--- src/shared/crf_pkg.sv ---
// package of register map, field layout and state codes for the receive flag block
package crf_pkg;
  // register byte offsets on the register bus
  localparam logic [4:0] REG_FLAGS_OFS  = 5'h00;  // receive_flag_status
  localparam logic [4:0] REG_ENABLE_OFS = 5'h04;  // receive_irq_enable_reg
  localparam logic [4:0] REG_CTRL_OFS   = 5'h08;  // control: init, wake enable, sleep
  localparam logic [4:0] REG_IRQ_OFS    = 5'h0c;  // sticky events, read clears
  localparam logic [4:0] REG_MASK_OFS   = 5'h10;  // event mask
  // flag register field positions
  localparam int WAKE_BIT   = 7;
  localparam int CHANGE_BIT = 6;
  localparam int RECEIVER_ERROR_STATE_LSB  = 4;
  localparam int TRANSMITTER_ERROR_STATE_LSB  = 2;
  localparam int OVR_BIT    = 1;
  localparam int RXF_BIT    = 0;
  // control register field positions
  localparam int CTRL_INIT_REQUEST_BIT = 0;
  localparam int CTRL_WAKEEN_BIT = 1;
  localparam int CTRL_SLEEP_BIT  = 2;
  localparam int CTRL_INIT_ACKNOWLEDGE_BIT = 8;
  // reset values
  localparam logic [7:0] FLAGS_RESET  = 8'h00;
  localparam logic [7:0] ENABLE_RESET = 8'h00;
  localparam logic [2:0] CTRL_RESET   = 3'h0;
  localparam logic [3:0] IRQ_RESET    = 4'h0;
  // error counter thresholds
  localparam logic [8:0] WARN_LIMIT = 9'h060;   // 96
  localparam logic [8:0] ERR_LIMIT  = 9'h07f;   // 127
  localparam logic [8:0] OFF_LIMIT  = 9'h0ff;   // 255
  // two-bit error state codes
  localparam logic [1:0] ST_OK  = 2'h0;
  localparam logic [1:0] ST_WRN = 2'h1;
  localparam logic [1:0] ST_ERR = 2'h2;
  localparam logic [1:0] ST_OFF = 2'h3;
  // sensitivity codes
  localparam logic [1:0] SENS_NONE = 2'h0;
  localparam logic [1:0] SENS_OFF  = 2'h1;
  localparam logic [1:0] SENS_ERR  = 2'h2;
  localparam logic [1:0] SENS_ALL  = 2'h3;
  // axi response codes
  localparam logic [1:0] RESP_OKAY   = 2'h0;
  localparam logic [1:0] RESP_SLVERR = 2'h2;
endpackage

--- src/logic/crf_flag_bit.sv ---
// one write-one-to-clear event flag with set priority and init hold
`timescale 1ns/1ns
module crf_flag_bit (
  input  wire logic mclk_in,
  input  wire logic nrst_in,
  input  wire logic set_in,
  input  wire logic cond_in,
  input  wire logic clr_in,
  input  wire logic init_in,
  output logic      flag_out
);
  logic flag_r;
  logic flag_nxt;

  // next value: init holds reset, set beats clear, clear only after condition ends
  always_comb begin
    flag_nxt = flag_r;
    if (init_in) begin
      flag_nxt = 1'b0;
    end else if (set_in) begin
      flag_nxt = 1'b1;
    end else if (clr_in && !cond_in) begin
      flag_nxt = 1'b0;
    end
  end

  // register
  always_ff @(posedge mclk_in or negedge nrst_in) begin
    if (!nrst_in) begin
      flag_r <= 1'b0;
    end else begin
      flag_r <= flag_nxt;
    end
  end

  assign flag_out = flag_r;

  // a set request outside init leaves the flag high next cycle
  set_wins_a: assert property (@(posedge mclk_in) disable iff (!nrst_in)
    set_in && !init_in |=> flag_r) else $error("flag lost a set event");
  // no clear while the condition stays active
  hold_cond_a: assert property (@(posedge mclk_in) disable iff (!nrst_in)
    flag_r && cond_in && !init_in |=> flag_r) else $error("flag cleared early");
  // a clear with the condition gone and no set drops the flag next cycle
  clear_works_a: assert property (@(posedge mclk_in) disable iff (!nrst_in)
    clr_in && !cond_in && !set_in |=> !flag_r) else $error("flag not cleared");
endmodule

--- src/logic/crf_state_decode.sv ---
// error state decode and change sensitivity filter for one direction
`timescale 1ns/1ns
module crf_state_decode #(
  parameter bit IS_RX = 1'b0
) (
  input  wire logic [8:0] count_in,
  input  wire logic [8:0] tec_in,
  input  wire logic [1:0] held_in,
  input  wire logic [1:0] sens_in,
  output logic      [1:0] state_out,
  output logic            change_out
);
  // counter to state code, bus-off taken from transmit counter
  always_comb begin
    if (tec_in > crf_pkg::OFF_LIMIT) begin
      state_out = crf_pkg::ST_OFF;
    end else if (count_in <= crf_pkg::WARN_LIMIT) begin
      state_out = crf_pkg::ST_OK;
    end else if (count_in <= crf_pkg::ERR_LIMIT) begin
      state_out = crf_pkg::ST_WRN;
    end else if (IS_RX || count_in <= crf_pkg::OFF_LIMIT) begin
      state_out = crf_pkg::ST_ERR;
    end else begin
      state_out = crf_pkg::ST_OFF;
    end
  end

  // decide whether the change is reportable at this sensitivity
  always_comb begin
    logic enter_off;
    logic enter_err;
    enter_off = (state_out == crf_pkg::ST_OFF) != (held_in == crf_pkg::ST_OFF);
    enter_err = (state_out[1]) != (held_in[1]);
    case (sens_in)
      crf_pkg::SENS_NONE: change_out = 1'b0;
      crf_pkg::SENS_OFF:  change_out = enter_off;
      crf_pkg::SENS_ERR:  change_out = enter_off | enter_err;
      crf_pkg::SENS_ALL:  change_out = state_out != held_in;
      default:            change_out = 1'b0;
    endcase
  end
endmodule

--- src/logic/crf_top.sv ---
// receive flag and status block with axi4-lite register slave
// Functional notes
// - writing one clears flag, zero ignored
// - clear only after setting condition ends
// - state fields in 5:4, 3:2 read-only
// - init mode holds flags reset, ignores enable writes
// - state fields keep running during init
// - wake flag sets on sleep activity, enabled
// - change flag sets on bus status change
// - state fields frozen while change flag pending
// - receiver state encodes by receive counter
// - transmitter state encodes by transmit counter
// - bus-off shown in receiver, exits to ok
// - overrun sets flag, raises error request
// - receive-full sets on good message shift
// - set receive-full blocks next buffer shift
// - enabled flags raise wake, error, receive requests
// - sensitivity selects which changes set change flag
//
// Added by the designer: register access over AXI4-Lite and the register offsets.
`timescale 1ns/1ns
module crf_top (
  input  wire logic        mclk_in,
  input  wire logic        nrst_in,
  // axi4-lite slave
  input  wire logic [4:0]  s_axi_awaddr_in,
  input  wire logic        s_axi_awvalid_in,
  output logic             s_axi_awready_out,
  input  wire logic [31:0] s_axi_wdata_in,
  input  wire logic [3:0]  s_axi_wstrb_in,
  input  wire logic        s_axi_wvalid_in,
  output logic             s_axi_wready_out,
  output logic [1:0]       s_axi_bresp_out,
  output logic             s_axi_bvalid_out,
  input  wire logic        s_axi_bready_in,
  input  wire logic [4:0]  s_axi_araddr_in,
  input  wire logic        s_axi_arvalid_in,
  output logic             s_axi_arready_out,
  output logic [31:0]      s_axi_rdata_out,
  output logic [1:0]       s_axi_rresp_out,
  output logic             s_axi_rvalid_out,
  input  wire logic        s_axi_rready_in,
  // receiver core events
  input  wire logic        init_acknowledge_in,
  input  wire logic        bus_activity_in,
  input  wire logic        overrun_event_in,
  input  wire logic        overrun_cond_in,
  input  wire logic        fifo_entry_valid_in,
  input  wire logic [8:0]  transmit_error_counter_in,
  input  wire logic [8:0]  receive_error_counter_in,
  // outputs
  output logic             init_request_out,
  output logic             sleep_request_out,
  output logic             buffer_shift_out,
  output logic             wake_irq_out,
  output logic             error_irq_out,
  output logic             receive_irq_out,
  output logic             irq_out
);
  // register bus state
  logic [4:0]  awaddr_r, awaddr_nxt;
  logic        aw_held_r, aw_held_nxt;
  logic [31:0] wdata_r, wdata_nxt;
  logic        w_byte0_r, w_byte0_nxt;
  logic        w_held_r, w_held_nxt;
  logic        bvalid_r, bvalid_nxt;
  logic [1:0]  bresp_r, bresp_nxt;
  logic        rvalid_r, rvalid_nxt;
  logic [31:0] rdata_r, rdata_nxt;
  logic [1:0]  rresp_r, rresp_nxt;
  // control state
  logic [7:0]  enable_r, enable_nxt;
  logic [2:0]  ctrl_r, ctrl_nxt;
  logic [3:0]  status_r, status_nxt;
  logic [3:0]  mask_r, mask_nxt;
  logic [3:0]  held_state_r, held_state_nxt;
  logic        init_mode;
  logic        wr_fire;
  logic        wr_flags;
  logic [7:0]  clr_bits;
  logic        rd_fire;
  // flag outputs and decode
  logic        wake_event_flag, bus_status_change_flag;
  logic        overrun_event_flag, receive_full_flag;
  logic [1:0]  rx_live, tx_live;
  logic        rx_change, tx_change;
  logic        change_set;
  logic        shift_now;
  logic [7:0]  flags_view;
  logic [3:0]  events;

  assign init_mode = ctrl_r[crf_pkg::CTRL_INIT_REQUEST_BIT] & init_acknowledge_in;

  // write channel accept, response after both address and data
  assign s_axi_awready_out = !aw_held_r && !bvalid_r;
  assign s_axi_wready_out  = !w_held_r && !bvalid_r;
  assign wr_fire  = aw_held_r && w_held_r && !bvalid_r;
  assign wr_flags = wr_fire && awaddr_r == crf_pkg::REG_FLAGS_OFS && w_byte0_r;
  assign clr_bits = wr_flags ? wdata_r[7:0] : 8'h00;

  always_comb begin
    awaddr_nxt  = awaddr_r;
    aw_held_nxt = aw_held_r;
    wdata_nxt   = wdata_r;
    w_byte0_nxt = w_byte0_r;
    w_held_nxt  = w_held_r;
    bvalid_nxt  = bvalid_r;
    bresp_nxt   = bresp_r;
    if (s_axi_awvalid_in && s_axi_awready_out) begin
      awaddr_nxt  = s_axi_awaddr_in;
      aw_held_nxt = 1'b1;
    end
    if (s_axi_wvalid_in && s_axi_wready_out) begin
      wdata_nxt   = s_axi_wdata_in;
      w_byte0_nxt = s_axi_wstrb_in[0];
      w_held_nxt  = 1'b1;
    end
    if (wr_fire) begin
      aw_held_nxt = 1'b0;
      w_held_nxt  = 1'b0;
      bvalid_nxt  = 1'b1;
      case (awaddr_r)
        crf_pkg::REG_FLAGS_OFS, crf_pkg::REG_ENABLE_OFS, crf_pkg::REG_CTRL_OFS,
        crf_pkg::REG_IRQ_OFS, crf_pkg::REG_MASK_OFS: bresp_nxt = crf_pkg::RESP_OKAY;
        default: bresp_nxt = crf_pkg::RESP_SLVERR;
      endcase
    end
    if (bvalid_r && s_axi_bready_in) begin
      bvalid_nxt = 1'b0;
    end
  end

  // software writable registers: enables, control, mask
  always_comb begin
    enable_nxt = enable_r;
    ctrl_nxt   = ctrl_r;
    mask_nxt   = mask_r;
    if (wr_fire && w_byte0_r) begin
      case (awaddr_r)
        crf_pkg::REG_ENABLE_OFS: enable_nxt = wdata_r[7:0];
        crf_pkg::REG_CTRL_OFS:   ctrl_nxt   = wdata_r[2:0];
        crf_pkg::REG_MASK_OFS:   mask_nxt   = wdata_r[3:0];
        default:                 ctrl_nxt   = ctrl_r;
      endcase
    end
    if (init_mode) begin
      enable_nxt = crf_pkg::ENABLE_RESET;  // enables held reset in init mode
    end
  end

  // error state decode per direction
  crf_state_decode #(.IS_RX(1'b1)) u_rx_dec (
    .count_in   (receive_error_counter_in),
    .tec_in     (transmit_error_counter_in),
    .held_in    (held_state_r[3:2]),
    .sens_in    (enable_r[5:4]),
    .state_out  (rx_live),
    .change_out (rx_change)
  );
  crf_state_decode #(.IS_RX(1'b0)) u_tx_dec (
    .count_in   (transmit_error_counter_in),
    .tec_in     (transmit_error_counter_in),
    .held_in    (held_state_r[1:0]),
    .sens_in    (enable_r[3:2]),
    .state_out  (tx_live),
    .change_out (tx_change)
  );

  assign change_set = (rx_change | tx_change) && !bus_status_change_flag;

  // state fields follow counters unless change flag pending, init does not touch them
  always_comb begin
    held_state_nxt = held_state_r;
    if (!bus_status_change_flag) begin
      held_state_nxt = {rx_live, tx_live};
    end
  end

  // event flags
  crf_flag_bit u_wake (
    .mclk_in  (mclk_in),
    .nrst_in  (nrst_in),
    .set_in   (bus_activity_in && ctrl_r[crf_pkg::CTRL_SLEEP_BIT]
               && ctrl_r[crf_pkg::CTRL_WAKEEN_BIT]),
    .cond_in  (1'b0),
    .clr_in   (clr_bits[crf_pkg::WAKE_BIT]),
    .init_in  (init_mode),
    .flag_out (wake_event_flag)
  );
  crf_flag_bit u_change (
    .mclk_in  (mclk_in),
    .nrst_in  (nrst_in),
    .set_in   (change_set),
    .cond_in  (1'b0),
    .clr_in   (clr_bits[crf_pkg::CHANGE_BIT]),
    .init_in  (init_mode),
    .flag_out (bus_status_change_flag)
  );
  crf_flag_bit u_ovr (
    .mclk_in  (mclk_in),
    .nrst_in  (nrst_in),
    .set_in   (overrun_event_in),
    .cond_in  (overrun_cond_in),
    .clr_in   (clr_bits[crf_pkg::OVR_BIT]),
    .init_in  (init_mode),
    .flag_out (overrun_event_flag)
  );
  crf_flag_bit u_rxf (
    .mclk_in  (mclk_in),
    .nrst_in  (nrst_in),
    .set_in   (shift_now),
    .cond_in  (1'b0),
    .clr_in   (clr_bits[crf_pkg::RXF_BIT]),
    .init_in  (init_mode),
    .flag_out (receive_full_flag)
  );

  // shift next good fifo entry only when the foreground buffer is free
  assign shift_now = fifo_entry_valid_in && !receive_full_flag && !init_mode;
  assign buffer_shift_out = shift_now;

  assign flags_view = {wake_event_flag, bus_status_change_flag, held_state_r,
                       overrun_event_flag, receive_full_flag};

  // interrupt requests, flag and enable
  assign wake_irq_out    = wake_event_flag & enable_r[crf_pkg::WAKE_BIT];
  assign error_irq_out   = (bus_status_change_flag & enable_r[crf_pkg::CHANGE_BIT])
                         | (overrun_event_flag & enable_r[crf_pkg::OVR_BIT]);
  assign receive_irq_out = receive_full_flag & enable_r[crf_pkg::RXF_BIT];

  // sticky event status, cleared by read
  assign rd_fire = s_axi_arvalid_in && s_axi_arready_out;
  assign events = {wake_irq_out, error_irq_out, receive_irq_out, shift_now};
  always_comb begin
    status_nxt = status_r;
    if (rd_fire && s_axi_araddr_in == crf_pkg::REG_IRQ_OFS) begin
      status_nxt = crf_pkg::IRQ_RESET;
    end
    status_nxt = status_nxt | events;  // new events win over the read clear
  end
  assign irq_out = |(status_r & mask_r);

  // read channel
  assign s_axi_arready_out = !rvalid_r;
  always_comb begin
    rvalid_nxt = rvalid_r;
    rdata_nxt  = rdata_r;
    rresp_nxt  = rresp_r;
    if (rd_fire) begin
      rvalid_nxt = 1'b1;
      rresp_nxt  = crf_pkg::RESP_OKAY;
      case (s_axi_araddr_in)
        crf_pkg::REG_FLAGS_OFS:  rdata_nxt = {24'h000000, flags_view};
        crf_pkg::REG_ENABLE_OFS: rdata_nxt = {24'h000000, enable_r};
        crf_pkg::REG_CTRL_OFS:   rdata_nxt = {23'h000000, init_acknowledge_in, 5'h00, ctrl_r};
        crf_pkg::REG_IRQ_OFS:    rdata_nxt = {28'h0000000, status_r};
        crf_pkg::REG_MASK_OFS:   rdata_nxt = {28'h0000000, mask_r};
        default: begin
          rdata_nxt = 32'h00000000;
          rresp_nxt = crf_pkg::RESP_SLVERR;
        end
      endcase
    end else if (rvalid_r && s_axi_rready_in) begin
      rvalid_nxt = 1'b0;
    end
  end

  // register all state
  always_ff @(posedge mclk_in or negedge nrst_in) begin
    if (!nrst_in) begin
      awaddr_r     <= 5'h00;
      aw_held_r    <= 1'b0;
      wdata_r      <= 32'h00000000;
      w_byte0_r    <= 1'b0;
      w_held_r     <= 1'b0;
      bvalid_r     <= 1'b0;
      bresp_r      <= crf_pkg::RESP_OKAY;
      rvalid_r     <= 1'b0;
      rdata_r      <= 32'h00000000;
      rresp_r      <= crf_pkg::RESP_OKAY;
      enable_r     <= crf_pkg::ENABLE_RESET;
      ctrl_r       <= crf_pkg::CTRL_RESET;
      status_r     <= crf_pkg::IRQ_RESET;
      mask_r       <= crf_pkg::IRQ_RESET;
      held_state_r <= 4'h0;
    end else begin
      awaddr_r     <= awaddr_nxt;
      aw_held_r    <= aw_held_nxt;
      wdata_r      <= wdata_nxt;
      w_byte0_r    <= w_byte0_nxt;
      w_held_r     <= w_held_nxt;
      bvalid_r     <= bvalid_nxt;
      bresp_r      <= bresp_nxt;
      rvalid_r     <= rvalid_nxt;
      rdata_r      <= rdata_nxt;
      rresp_r      <= rresp_nxt;
      enable_r     <= enable_nxt;
      ctrl_r       <= ctrl_nxt;
      status_r     <= status_nxt;
      mask_r       <= mask_nxt;
      held_state_r <= held_state_nxt;
    end
  end

  assign s_axi_bvalid_out  = bvalid_r;
  assign s_axi_bresp_out   = bresp_r;
  assign s_axi_rvalid_out  = rvalid_r;
  assign s_axi_rdata_out   = rdata_r;
  assign s_axi_rresp_out   = rresp_r;
  assign init_request_out  = ctrl_r[crf_pkg::CTRL_INIT_REQUEST_BIT];
  assign sleep_request_out = ctrl_r[crf_pkg::CTRL_SLEEP_BIT];

  // init mode keeps every event flag at zero
  init_hold_a: assert property (@(posedge mclk_in) disable iff (!nrst_in)
    init_mode |=> (flags_view[7:6] == 2'h0 && flags_view[1:0] == 2'h0)
    || !$past(init_mode)) else $error("flag set during init");
  // state frozen while change flag pending
  state_frozen_a: assert property (@(posedge mclk_in) disable iff (!nrst_in)
    bus_status_change_flag |=> $stable(held_state_r)) else $error("state moved");
  // a full foreground buffer blocks the shift
  shift_block_a: assert property (@(posedge mclk_in) disable iff (!nrst_in)
    receive_full_flag |-> !buffer_shift_out) else $error("shift while full");
  // shift sets receive-full next cycle
  rxf_set_a: assert property (@(posedge mclk_in) disable iff (!nrst_in)
    buffer_shift_out |=> receive_full_flag) else $error("full flag not set");
  // bus-off in transmit counter shows in both fields once unfrozen
  bus_off_a: assert property (@(posedge mclk_in) disable iff (!nrst_in)
    transmit_error_counter_in > 9'h0ff && !bus_status_change_flag
    |=> held_state_r == 4'hf) else $error("bus-off not shown");
  // reportable change raises the change flag
  change_set_a: assert property (@(posedge mclk_in) disable iff (!nrst_in)
    change_set && !init_mode |=> bus_status_change_flag) else $error("no change flag");
  // receive request follows flag and enable
  rx_req_a: assert property (@(posedge mclk_in) disable iff (!nrst_in)
    receive_irq_out == (receive_full_flag && enable_r[0])) else $error("rx request");
  // write to state field bits leaves them alone
  ro_state_a: assert property (@(posedge mclk_in) disable iff (!nrst_in)
    wr_flags && bus_status_change_flag && !change_set
    |=> $stable(held_state_r)) else $error("state written");
endmodule

--- config.mk ---
export PLATFORM = sky130hd
export DESIGN_NAME = crf_top
export DESIGN_NICKNAME = d
export VERILOG_FILES = /design/src/shared/crf_pkg.sv /design/src/logic/crf_flag_bit.sv /design/src/logic/crf_state_decode.sv /design/src/logic/crf_top.sv
export SDC_FILE = /design/constraint.sdc
export NUM_CORES = 1
export LEC_CHECK = 0
export ABC_AREA = 1
export BUFFER_PORTS_ARGS = -buffer_cell sky130_fd_sc_hd__buf_2
export CAP_MARGIN = 25
export CORE_ASPECT_RATIO = 0.7
export CORE_UTILIZATION = 43
export DETAILED_ROUTE_END_ITERATION = 10
export MAX_ROUTING_LAYER = met4
export PLACE_DENSITY = 0.82
export SKIP_CTS_REPAIR_TIMING = 1
export SYNTH_ARGS = -nofsm -noshare
export SYNTH_HDL_FRONTEND = slang
export SYNTH_SLANG_ARGS = --single-unit
--- constraint.sdc ---
create_clock -name mclk_in -period 1.3 [get_ports mclk_in]
set_input_delay 0.26 -clock mclk_in [delete_from_list [all_inputs] [get_ports mclk_in]]
set_output_delay 0.26 -clock mclk_in [all_outputs]
set_load 0.01 [all_outputs]
==> impl_metrics.ini, run 1 <==
[status]
status = complete, but fails checks
violations = negative setup slack

[layout]
final_cell_mix = buf_2 (68), nand2_1 (65), dfrtp_1 (55)
antenna_cells = 0
layout.nets = 529
fillCellCount = 528
area_delta_synth_final_pct = 33.36
drive_gt1_share_pct = 36.56
stdcell_count = 532
final_common_cell = buf_2

[power]
swShare_pct = 39.82
p_leak_uw = 0.001967
p_int_uw = 4143
power_density_nw_per_um2 = 1813
p_seq_share_pct = 41.3
switchingPower_uw = 2741
vdd_drop_max_uv = 1172
p_clk_share_pct = 14.5
pwr-share-comb_pct = 44.2

[critical_path]
crit_path_end_kind = register
worstPathArrival_ps = 1800
critPathKind = register to register
r2r_start = awaddr_r[1]$_DFFE_PN0P_
reg2reg_slack_ps = -290
path_max_fanout = 4
cp-start-kind = register
crit_required_ps = 1520
worst_r2r_path_depth = 7
critPathLaunch = awaddr_r[1]$_DFFE_PN0P_
r2r-end = u_change.flag_out$_DFFE_PN0P_
crit_end = u_change.flag_out$_DFFE_PN0P_

[clock_tree]
root_buffer = clkbuf_8
htreeDepth = 2
cts_inserted_buffers = 5
path_clk_slew_ps = 110
cts_tree = done
clockBufferDepth = 2
clk_latency_ps = 320
cts.sinks = 56

[die]
io_pins = 124
coreArea_um2 = 6306
dieArea_um2 = 6954
start_util_pct = 45.14
dieHeight_um = 70.07
rows = 24
die_x_um = 99.25

[worst_hold_path]
min_path_type = input pin to register

[logic_synthesis]
yosysWarnings = 0
synth-simple-area-share_pct = 20.84
synth_top_family_by_area = simple AND/OR/NAND/NOR gates
yosys-top-cells-area = dfrtp_1 (49%), nand2_1 (9.1%), buf_4 (6.6%), inv_1 (6.5%), o21ai_0 (6.3%)
synth-compound-area-share_pct = 13.05
synthMuxAreaShare_pct = 2.374
ys_ff_latch = 56
netlist_instances = 341
synth_fa_ha_area_share_pct = 0
syn_avg_cell_area_um2 = 8.347
synth_seq_area_share_pct = 49.23
synth_top_area_cell = dfrtp_1
synth_xor_area_share_pct = 0.9231
synth_top_area_share_pct = 49.23
synth.cell_area_um2 = 2846
synth_cell_types = 29

[sta]
rsz0062_at_grt = true
fmax_mhz = 630.6
setup_viol = 25
finalCritPeriodShare_pct = 122.0
final_hold_viol_count = 0
tns_ps = -4543
setup_ws_ps = -285.8
period_minus_slack_ps = 1586
slew_viol_final = 0
holdWs_ps = 89.53
finClkSkew_ps = 11.52

[placed_design]
io_buffers = 71
globalplace.congestion = 0.9064
dpl.cell_count = 507
place_hpwl_um = 5253

[grt]
grt_max_degree = 26
antenna_found_initial = 0
grt_use_total_pct = 21.34
grt_pass1_wl_um = 11310
grt_pass1_vias = 2455
grt_overflow = 0

[route]
routedWlPerCell_um = 13.81
ant_nets = 0
first_iter_violations = 153
drcViolationCount = 0
routed_wirelength_um = 7349
vias_per_cell = 4.972
vias = 2645
first_pass_iters = 4

[job]
drv_cap = 0
[power groups by stage]
stage                     clock, uW  combinational, uW  sequential [uW]
after floorplan                   0               1430             2750
after global placement            0               2130             2790
after detailed placement          0               2240             2820
after CTS                      1010               2250             2790
after global routing           1100               3330             2920
final                           999               3040             2840
[through the flow]
step | power (uW) | instance area (um^2) | util (%) | setup WS (ps)
after floorplan | 4180 | 2940 | - | -70.39
after global placement | 4922 | 3373 | 53.49 | -131.3
after detailed placement | 5066 | 3373 | 53.49 | -229.1
after CTS | 6049 | 3463 | 54.92 | -267.9
final | 6883 | 3796 | 60.20 | -285.8
after global routing | 7343 | 3796 | 60.20 | -446.7
[routing by layer]
| metal | GRT usage [%] | share of wire (%) | vias up |
|---|---|---|---|
| met3 | 5.005 | 5.8 | 6 |
| met5 | - | 0 | - |
| met2 | 32.79 | 49 | 106 |
| li1 | - | - | 1274 |
| met1 | 29.35 | 45 | 1259 |
| met4 | 3.758 | 0.72 | 0 |
[cell usage after synthesis]
cell / n
nand3_1: 17
nand3_2: 2
nor3_2: 1
nand2_1: 69
o21bai_1: 2
o21ai_0: 36
buf_4: 25
nor2_2: 1
nand4_1: 3
conb_1: 1
nand3b_1: 1
nor2_1: 26
nor3_1: 3
a21oi_1: 12
clkbuf_1: 2
o21ai_1: 2
dfrtp_1: 56
xor2_1: 3
or2_4: 2
o211ai_1: 2
nand2_2: 2
clkinv_1: 1
inv_1: 49
mux2_2: 6
o22ai_1: 11
o21a_1: 1
nor3_4: 2
nand2_4: 1
o31ai_1: 2
[flip-flops by register name, summed over array words and instances, names as in the netlist, 3 cells and up]
| signal | count |
|---|---|
| mask_r | 4 |
| enable_r | 8 |
| held_state_r | 4 |
| awaddr_r | 5 |
| wdata_r | 8 |
| ctrl_r | 3 |
| status_r | 4 |
| s_axi_rdata_out | 9 |
[area by class of cell]
type                       instances  area (um^2)  share of cell area, %
clock inverter                     3        21.27                 0.5603
sequential                        56         1403                  36.95
inverter                          50        187.7                  4.944
tap                               78        97.59                  2.571
timing repair buffer             108        705.7                  18.59
clock buffer                       5        68.82                  1.813
multi-input combinational        232         1313                  34.57
[worst min-delay path by stage]
stage / from / endpoint / cells after the start
CTS: nrst_in / s_axi_rdata_out[5]$_DFFE_PN0P_ / 1
detailed placement: nrst_in / s_axi_rdata_out[2]$_DFFE_PN0P_ / 1
floorplan: nrst_in / aw_held_r$_DFFE_PN0P_ / 0
global route: s_axi_bready_in / s_axi_bvalid_out$_DFFE_PN0P_ / 2
finish: s_axi_bready_in / s_axi_bvalid_out$_DFFE_PN0P_ / 2
global placement: nrst_in / s_axi_rdata_out[5]$_DFFE_PN0P_ / 1
[worst max-delay path: stages (launching register included)]
cell and delay [ps]:
dfrtp_1 390, or2_4 280, nor3_4 220, nand3_4 140, o31ai_1 250, inv_1 70
nand2_1 80, inv_1 40
[kinds of logic (layout without fill, tap and decap cells)]
group | count (synthesis) | after routing
xor+xnor | 3 | 3
buf+inv | 77 | 166
mux | 6 | 6
compound gates | 68 | 68
flops | 56 | 56
other cells | 1 | 25
simple gates | 130 | 130
Note: power is estimated with default switching activity, not from simulation.
==> inputs of run 2 (changes only) <==
--- a/config.mk
+++ b/config.mk
@@ -8,11 +8,11 @@
 export ABC_AREA = 1
 export BUFFER_PORTS_ARGS = -buffer_cell sky130_fd_sc_hd__buf_2
 export CAP_MARGIN = 25
-export CORE_ASPECT_RATIO = 0.7
-export CORE_UTILIZATION = 43
+export CORE_ASPECT_RATIO = 1.2
+export CORE_UTILIZATION = 48
 export DETAILED_ROUTE_END_ITERATION = 10
 export MAX_ROUTING_LAYER = met4
-export PLACE_DENSITY = 0.82
+export PLACE_DENSITY = 0.87
 export SKIP_CTS_REPAIR_TIMING = 1
 export SYNTH_ARGS = -nofsm -noshare
 export SYNTH_HDL_FRONTEND = slang
==> constraint.sdc (replaced) <==
create_clock -name mclk_in -period 1.8 [get_ports mclk_in]
set_input_delay 0.36 -clock mclk_in [delete_from_list [all_inputs] [get_ports mclk_in]]
set_output_delay 0.36 -clock mclk_in [all_outputs]
set_load 0.01 [all_outputs]
==> run 2 against run 1 <==
  * The run now ends clean
  * Register-to-register slack better by 500 ps
  * First-iteration DRC count up 14%
  * Die area down 10%
  * Critical path depth down 4
  * Clock power down 13%
  * Critical path type is now register to output pin
  * Largest cell class unchanged
  * Largest power group is now registers
==> impl_metrics.ini, run 2 (same netlist as run 1, synthesis figures left out) <==
[route]
first_pass_iters = 4
vias = 2494
vias_per_cell = 4.958
routedWlPerCell_um = 12.22
drcViolationCount = 0
routed_wirelength_um = 6147
first_iter_violations = 174
ant_nets = 0

[grt]
grt_overflow = 0
grt_use_total_pct = 21.80
grt_pass1_wl_um = 10410
grt_pass1_vias = 2404
antenna_found_initial = 0
grt_max_degree = 57

[critical_path]
slowest_stage = dfrtp_1
critical_path.cell_chain = clkinv_1 > o21ai_0 > buf_2
worstPathArrival_ps = 1310
cpPeakStageDelay_ps = 380
r2r-end = u_change.flag_out$_DFFE_PN0P_
r2r_start = aw_held_r$_DFFE_PN0P_
path_max_fanout = 3
crit_required_ps = 1440
crit_path_end_kind = output pin
reg2reg_slack_ps = 210
cp-start-kind = register
critPathKind = register to output pin
worst_r2r_path_depth = 9

[layout]
area_delta_synth_final_pct = 18.59
final_common_cell = buf_2
layout.nets = 498
largest_reg_flops = 9
drive_gt1_share_pct = 24.11
antenna_cells = 0
fillCellCount = 518
final_cell_mix = buf_2 (71), nand2_1 (69), dfrtp_1 (56)

[sta]
finClkSkew_ps = 11.83
setup_ws_ps = 127.3
rsz0062_at_grt = false
finalCritPeriodShare_pct = 92.93
period_minus_slack_ps = 1673
tns_ps = 0
slew_viol_final = 0
fmax_mhz = 597.9
final_hold_viol_count = 0
setup_viol = 0

[die]
dieHeight_um = 86.36
die_x_um = 72.30
coreArea_um2 = 5668
rows = 30
io_pins = 124
start_util_pct = 50.22
dieArea_um2 = 6243

[job]
drv_cap = 0

[power]
p_leak_uw = 0.001787
power_density_nw_per_um2 = 1302
vdd_drop_max_uv = 1202

[status]
status = finished clean

[clock_tree]
root_buffer = clkbuf_8
cts_tree = done
htreeDepth = 2
clockBufferDepth = 2
path_clk_slew_ps = 100
clk_latency_ps = 320
cts_inserted_buffers = 5
cts.sinks = 56

[placed_design]
place_hpwl_um = 4633
globalplace.congestion = 0.8752
place_ws_ps = 145.9
io_buffers = 71

[worst_hold_path]
min_path_type = input pin to asynchronous set/reset pin
## run 2: report_power, final
group	total, uW	internal (uW)	switching (uW)
Combinational	1500	606	898
Clock	870	455	415
Sequential	2020	1710	313
## run 2: routing by layer
metal	track usage, %	wire, um
met1	25.73	2632
met2	37.72	3079
met3	3.605	358
met4	7.130	77
met5	-	0
## run 2: worst max-delay path: cells and delay by family, from the launching register on
kind	cells	cell delay, ps
DFF	1	380
AOI/OAI and AO/OA	1	330
buffers and inverters	2	290
## run 2: worst max path at each step
| stage | cells after the start | start | endpoint | slack [ps] |
|---|---|---|---|---|
| after CTS | 8 | s_axi_bvalid_out$_DFFE_PN0P_ | u_change.flag_out$_DFFE_PN0P_ | 110 |
| after floorplan | 8 | s_axi_bvalid_out$_DFFE_PN0P_ | u_change.flag_out$_DFFE_PN0P_ | 350 |
| after global routing | 5 | mask_r[2]$_DFFE_PN0P_ | irq_out | 30 |
| after global placement | 8 | s_axi_bvalid_out$_DFFE_PN0P_ | u_change.flag_out$_DFFE_PN0P_ | 230 |
| after detailed placement | 8 | s_axi_bvalid_out$_DFFE_PN0P_ | u_change.flag_out$_DFFE_PN0P_ | 150 |
| final | 3 | u_change.flag_out$_DFFE_PN0P_ | error_irq_out | 130 |
## run 2: cell type report
| type | count | area (um^2) | share of cell area, % |
|---|---|---|---|
| multi-input cells | 232 | 1152 | 34.14 |
| inverters | 50 | 187.7 | 5.560 |
| clock inverters | 2 | 38.79 | 1.149 |
| well taps | 80 | 100.1 | 2.965 |
| clock buffers | 6 | 82.58 | 2.446 |
| flip-flops and latches | 56 | 1401 | 41.51 |
| repair buffers | 77 | 412.9 | 12.23 |
## run 2: through the flow
step | hold WS (ps) | cells | util, % | instance area [um^2] | total power [uW]
finish | 15.66 | 503 | 59.56 | 3376 | 4394
global route | 49.26 | 503 | 59.56 | 3376 | 4713
CTS | 27.34 | 501 | 59.29 | 3361 | 4382
detailed placement | 377.1 | 493 | 57.15 | 3239 | 3507
global placement | 373.3 | 493 | 57.15 | 3239 | 3408
floorplan | 64.41 | 365 | - | 2937 | 3007
==> inputs of run 3 (changes only) <==
--- a/config.mk
+++ b/config.mk
@@ -11,7 +11,6 @@
 export CORE_ASPECT_RATIO = 1.2
 export CORE_UTILIZATION = 48
 export DETAILED_ROUTE_END_ITERATION = 10
-export MAX_ROUTING_LAYER = met4
 export PLACE_DENSITY = 0.87
 export SKIP_CTS_REPAIR_TIMING = 1
 export SYNTH_ARGS = -nofsm -noshare
==> run 3 against run 2 <==
  * Via count shrank 0.72%
  * Sequential power barely moved
  * Clock-buffer cell count stayed put
  * Die area did not move
  * Critical path depth is the same
  * Sequential share of layout area unchanged
  * Largest cell class unchanged
  * Core utilization unchanged
  * Non-clock buffer count unchanged
  * Global-route usage fell by 0.63 points
  * Clock power about the same
  * Critical endpoint unchanged
  * Clock skew decreased by 1.3 ps
==> impl_metrics.ini, run 3 (same netlist as run 1, synthesis figures left out) <==
[status]
status = finished clean

[route]
ant_nets = 0
routedWlPerCell_um = 12.17
vias = 2476
first_iter_violations = 154
vias_per_cell = 4.922
routed_wirelength_um = 6124
drcViolationCount = 0
first_pass_iters = 4

[clock_tree]
root_buffer = clkbuf_8
path_clk_slew_ps = 100
cts_tree = done
cts.sinks = 56
cts_inserted_buffers = 5
clockBufferDepth = 2
htreeDepth = 2
clk_latency_ps = 320

[placed_design]
globalplace.congestion = 0.8613
place_hpwl_um = 4633
io_buffers = 71

[layout]
final_cell_mix = buf_2 (71), nand2_1 (69), dfrtp_1 (56)
final_core_utilization_pct = 59.56
antenna_cells = 0
largest_reg_flops = 9
layout.nets = 498
fillCellCount = 518
area_delta_synth_final_pct = 18.59
seq_area_um2 = 1401
multi_input_area_um2 = 1152
drive_gt1_share_pct = 24.11
final_common_cell = buf_2

[die]
die_x_um = 72.30
start_util_pct = 50.22
io_pins = 124
rows = 30
dieHeight_um = 86.36
dieArea_um2 = 6243
coreArea_um2 = 5668

[power]
vdd_drop_max_uv = 1202
pwr-share-comb_pct = 34.2
p_leak_uw = 0.001787
power_density_nw_per_um2 = 1301
swShare_pct = 36.95
p_int_uw = 2769
p_clk_share_pct = 19.8
p_seq_share_pct = 46.0
switchingPower_uw = 1623

[grt]
antenna_found_initial = 0
grt_pass1_wl_um = 10410
grt_use_total_pct = 21.17
grt_max_degree = 57
grt_overflow = 0
grt_pass1_vias = 2406

[critical_path]
crit_required_ps = 1440
r2r_start = aw_held_r$_DFFE_PN0P_
reg2reg_slack_ps = 210
path_max_fanout = 3
path_delay_family = flip-flops
slowest_stage = dfrtp_1
critical_path.cell_chain = clkinv_1 > o21ai_0 > buf_2
r2r-end = u_change.flag_out$_DFFE_PN0P_
worst_r2r_path_depth = 9
cpPeakStageDelay_ps = 380
crit_path_end_kind = output pin
worstPathArrival_ps = 1320
path_buf_inv = 2
cp-start-kind = register
critPathKind = register to output pin

[sta]
rsz0062_at_grt = false
finClkSkew_ps = 10.57
finalCritPeriodShare_pct = 93.60
period_minus_slack_ps = 1685
slew_viol_final = 0
tns_ps = 0
holdWs_ps = 20.10
setup_viol = 0
final_hold_viol_count = 0
fmax_mhz = 593.6

[job]
drv_cap = 0

[worst_hold_path]
min_path_type = input pin to asynchronous set/reset pin
run 3: layout make-up:
class,count,area share (%)
clock buffers,6,2.446
clock inverters,2,1.149
inverters,50,5.560
multi-input cells,232,34.14
flip-flops and latches,56,41.51
well taps,80,2.965
repair buffers,77,12.23
run 3: per-stage QoR:
| stage | power (uW) | setup WS [ps] | instance area, um^2 | std cells |
|---|---|---|---|---|
| final | 4392 | 115.3 | 3376 | 503 |
| after global placement | 3408 | 231.1 | 3239 | 493 |
| after global routing | 4713 | 27.87 | 3376 | 503 |
| after floorplan | 3007 | 347.4 | 2937 | 365 |
| after detailed placement | 3507 | 145.9 | 3239 | 493 |
| after CTS | 4382 | 114.9 | 3361 | 501 |
run 3: how the worst max path moves through the flow:
stage / startpoint / end / slack (ps) / cells after the start
detailed placement: s_axi_bvalid_out$_DFFE_PN0P_ / u_change.flag_out$_DFFE_PN0P_ / 150 / 8
floorplan: s_axi_bvalid_out$_DFFE_PN0P_ / u_change.flag_out$_DFFE_PN0P_ / 350 / 8
global route: mask_r[2]$_DFFE_PN0P_ / irq_out / 30 / 5
finish: u_change.flag_out$_DFFE_PN0P_ / error_irq_out / 120 / 3
CTS: s_axi_bvalid_out$_DFFE_PN0P_ / u_change.flag_out$_DFFE_PN0P_ / 110 / 8
global placement: s_axi_bvalid_out$_DFFE_PN0P_ / u_change.flag_out$_DFFE_PN0P_ / 230 / 8
run 3: worst register-to-register path, delay by kind of cell, from the launching register on:
family / cells / cell delay, ps
and+or+nand+nor: 4 / 520
DFF: 1 / 380
buffers and inverters: 4 / 350
AOI/OAI and AO/OA: 1 / 250
run 3: layer usage:
layer	global-route usage, %	vias up	share of wire [%]
li1	-	1212	-
met1	25.65	1151	43
met2	37.72	102	50
met3	3.721	11	5.5
met4	7.130	0	1.7
met5	0	-	0
run 3: power groups by stage:
stage / Sequential, uW / Clock, uW / Combinational [uW]
after floorplan: 1980 / 0 / 1030
after global placement: 2020 / 0 / 1390
after detailed placement: 2040 / 0 / 1460
after CTS: 2020 / 886 / 1480
after global routing: 2080 / 932 / 1700
final: 2020 / 869 / 1500
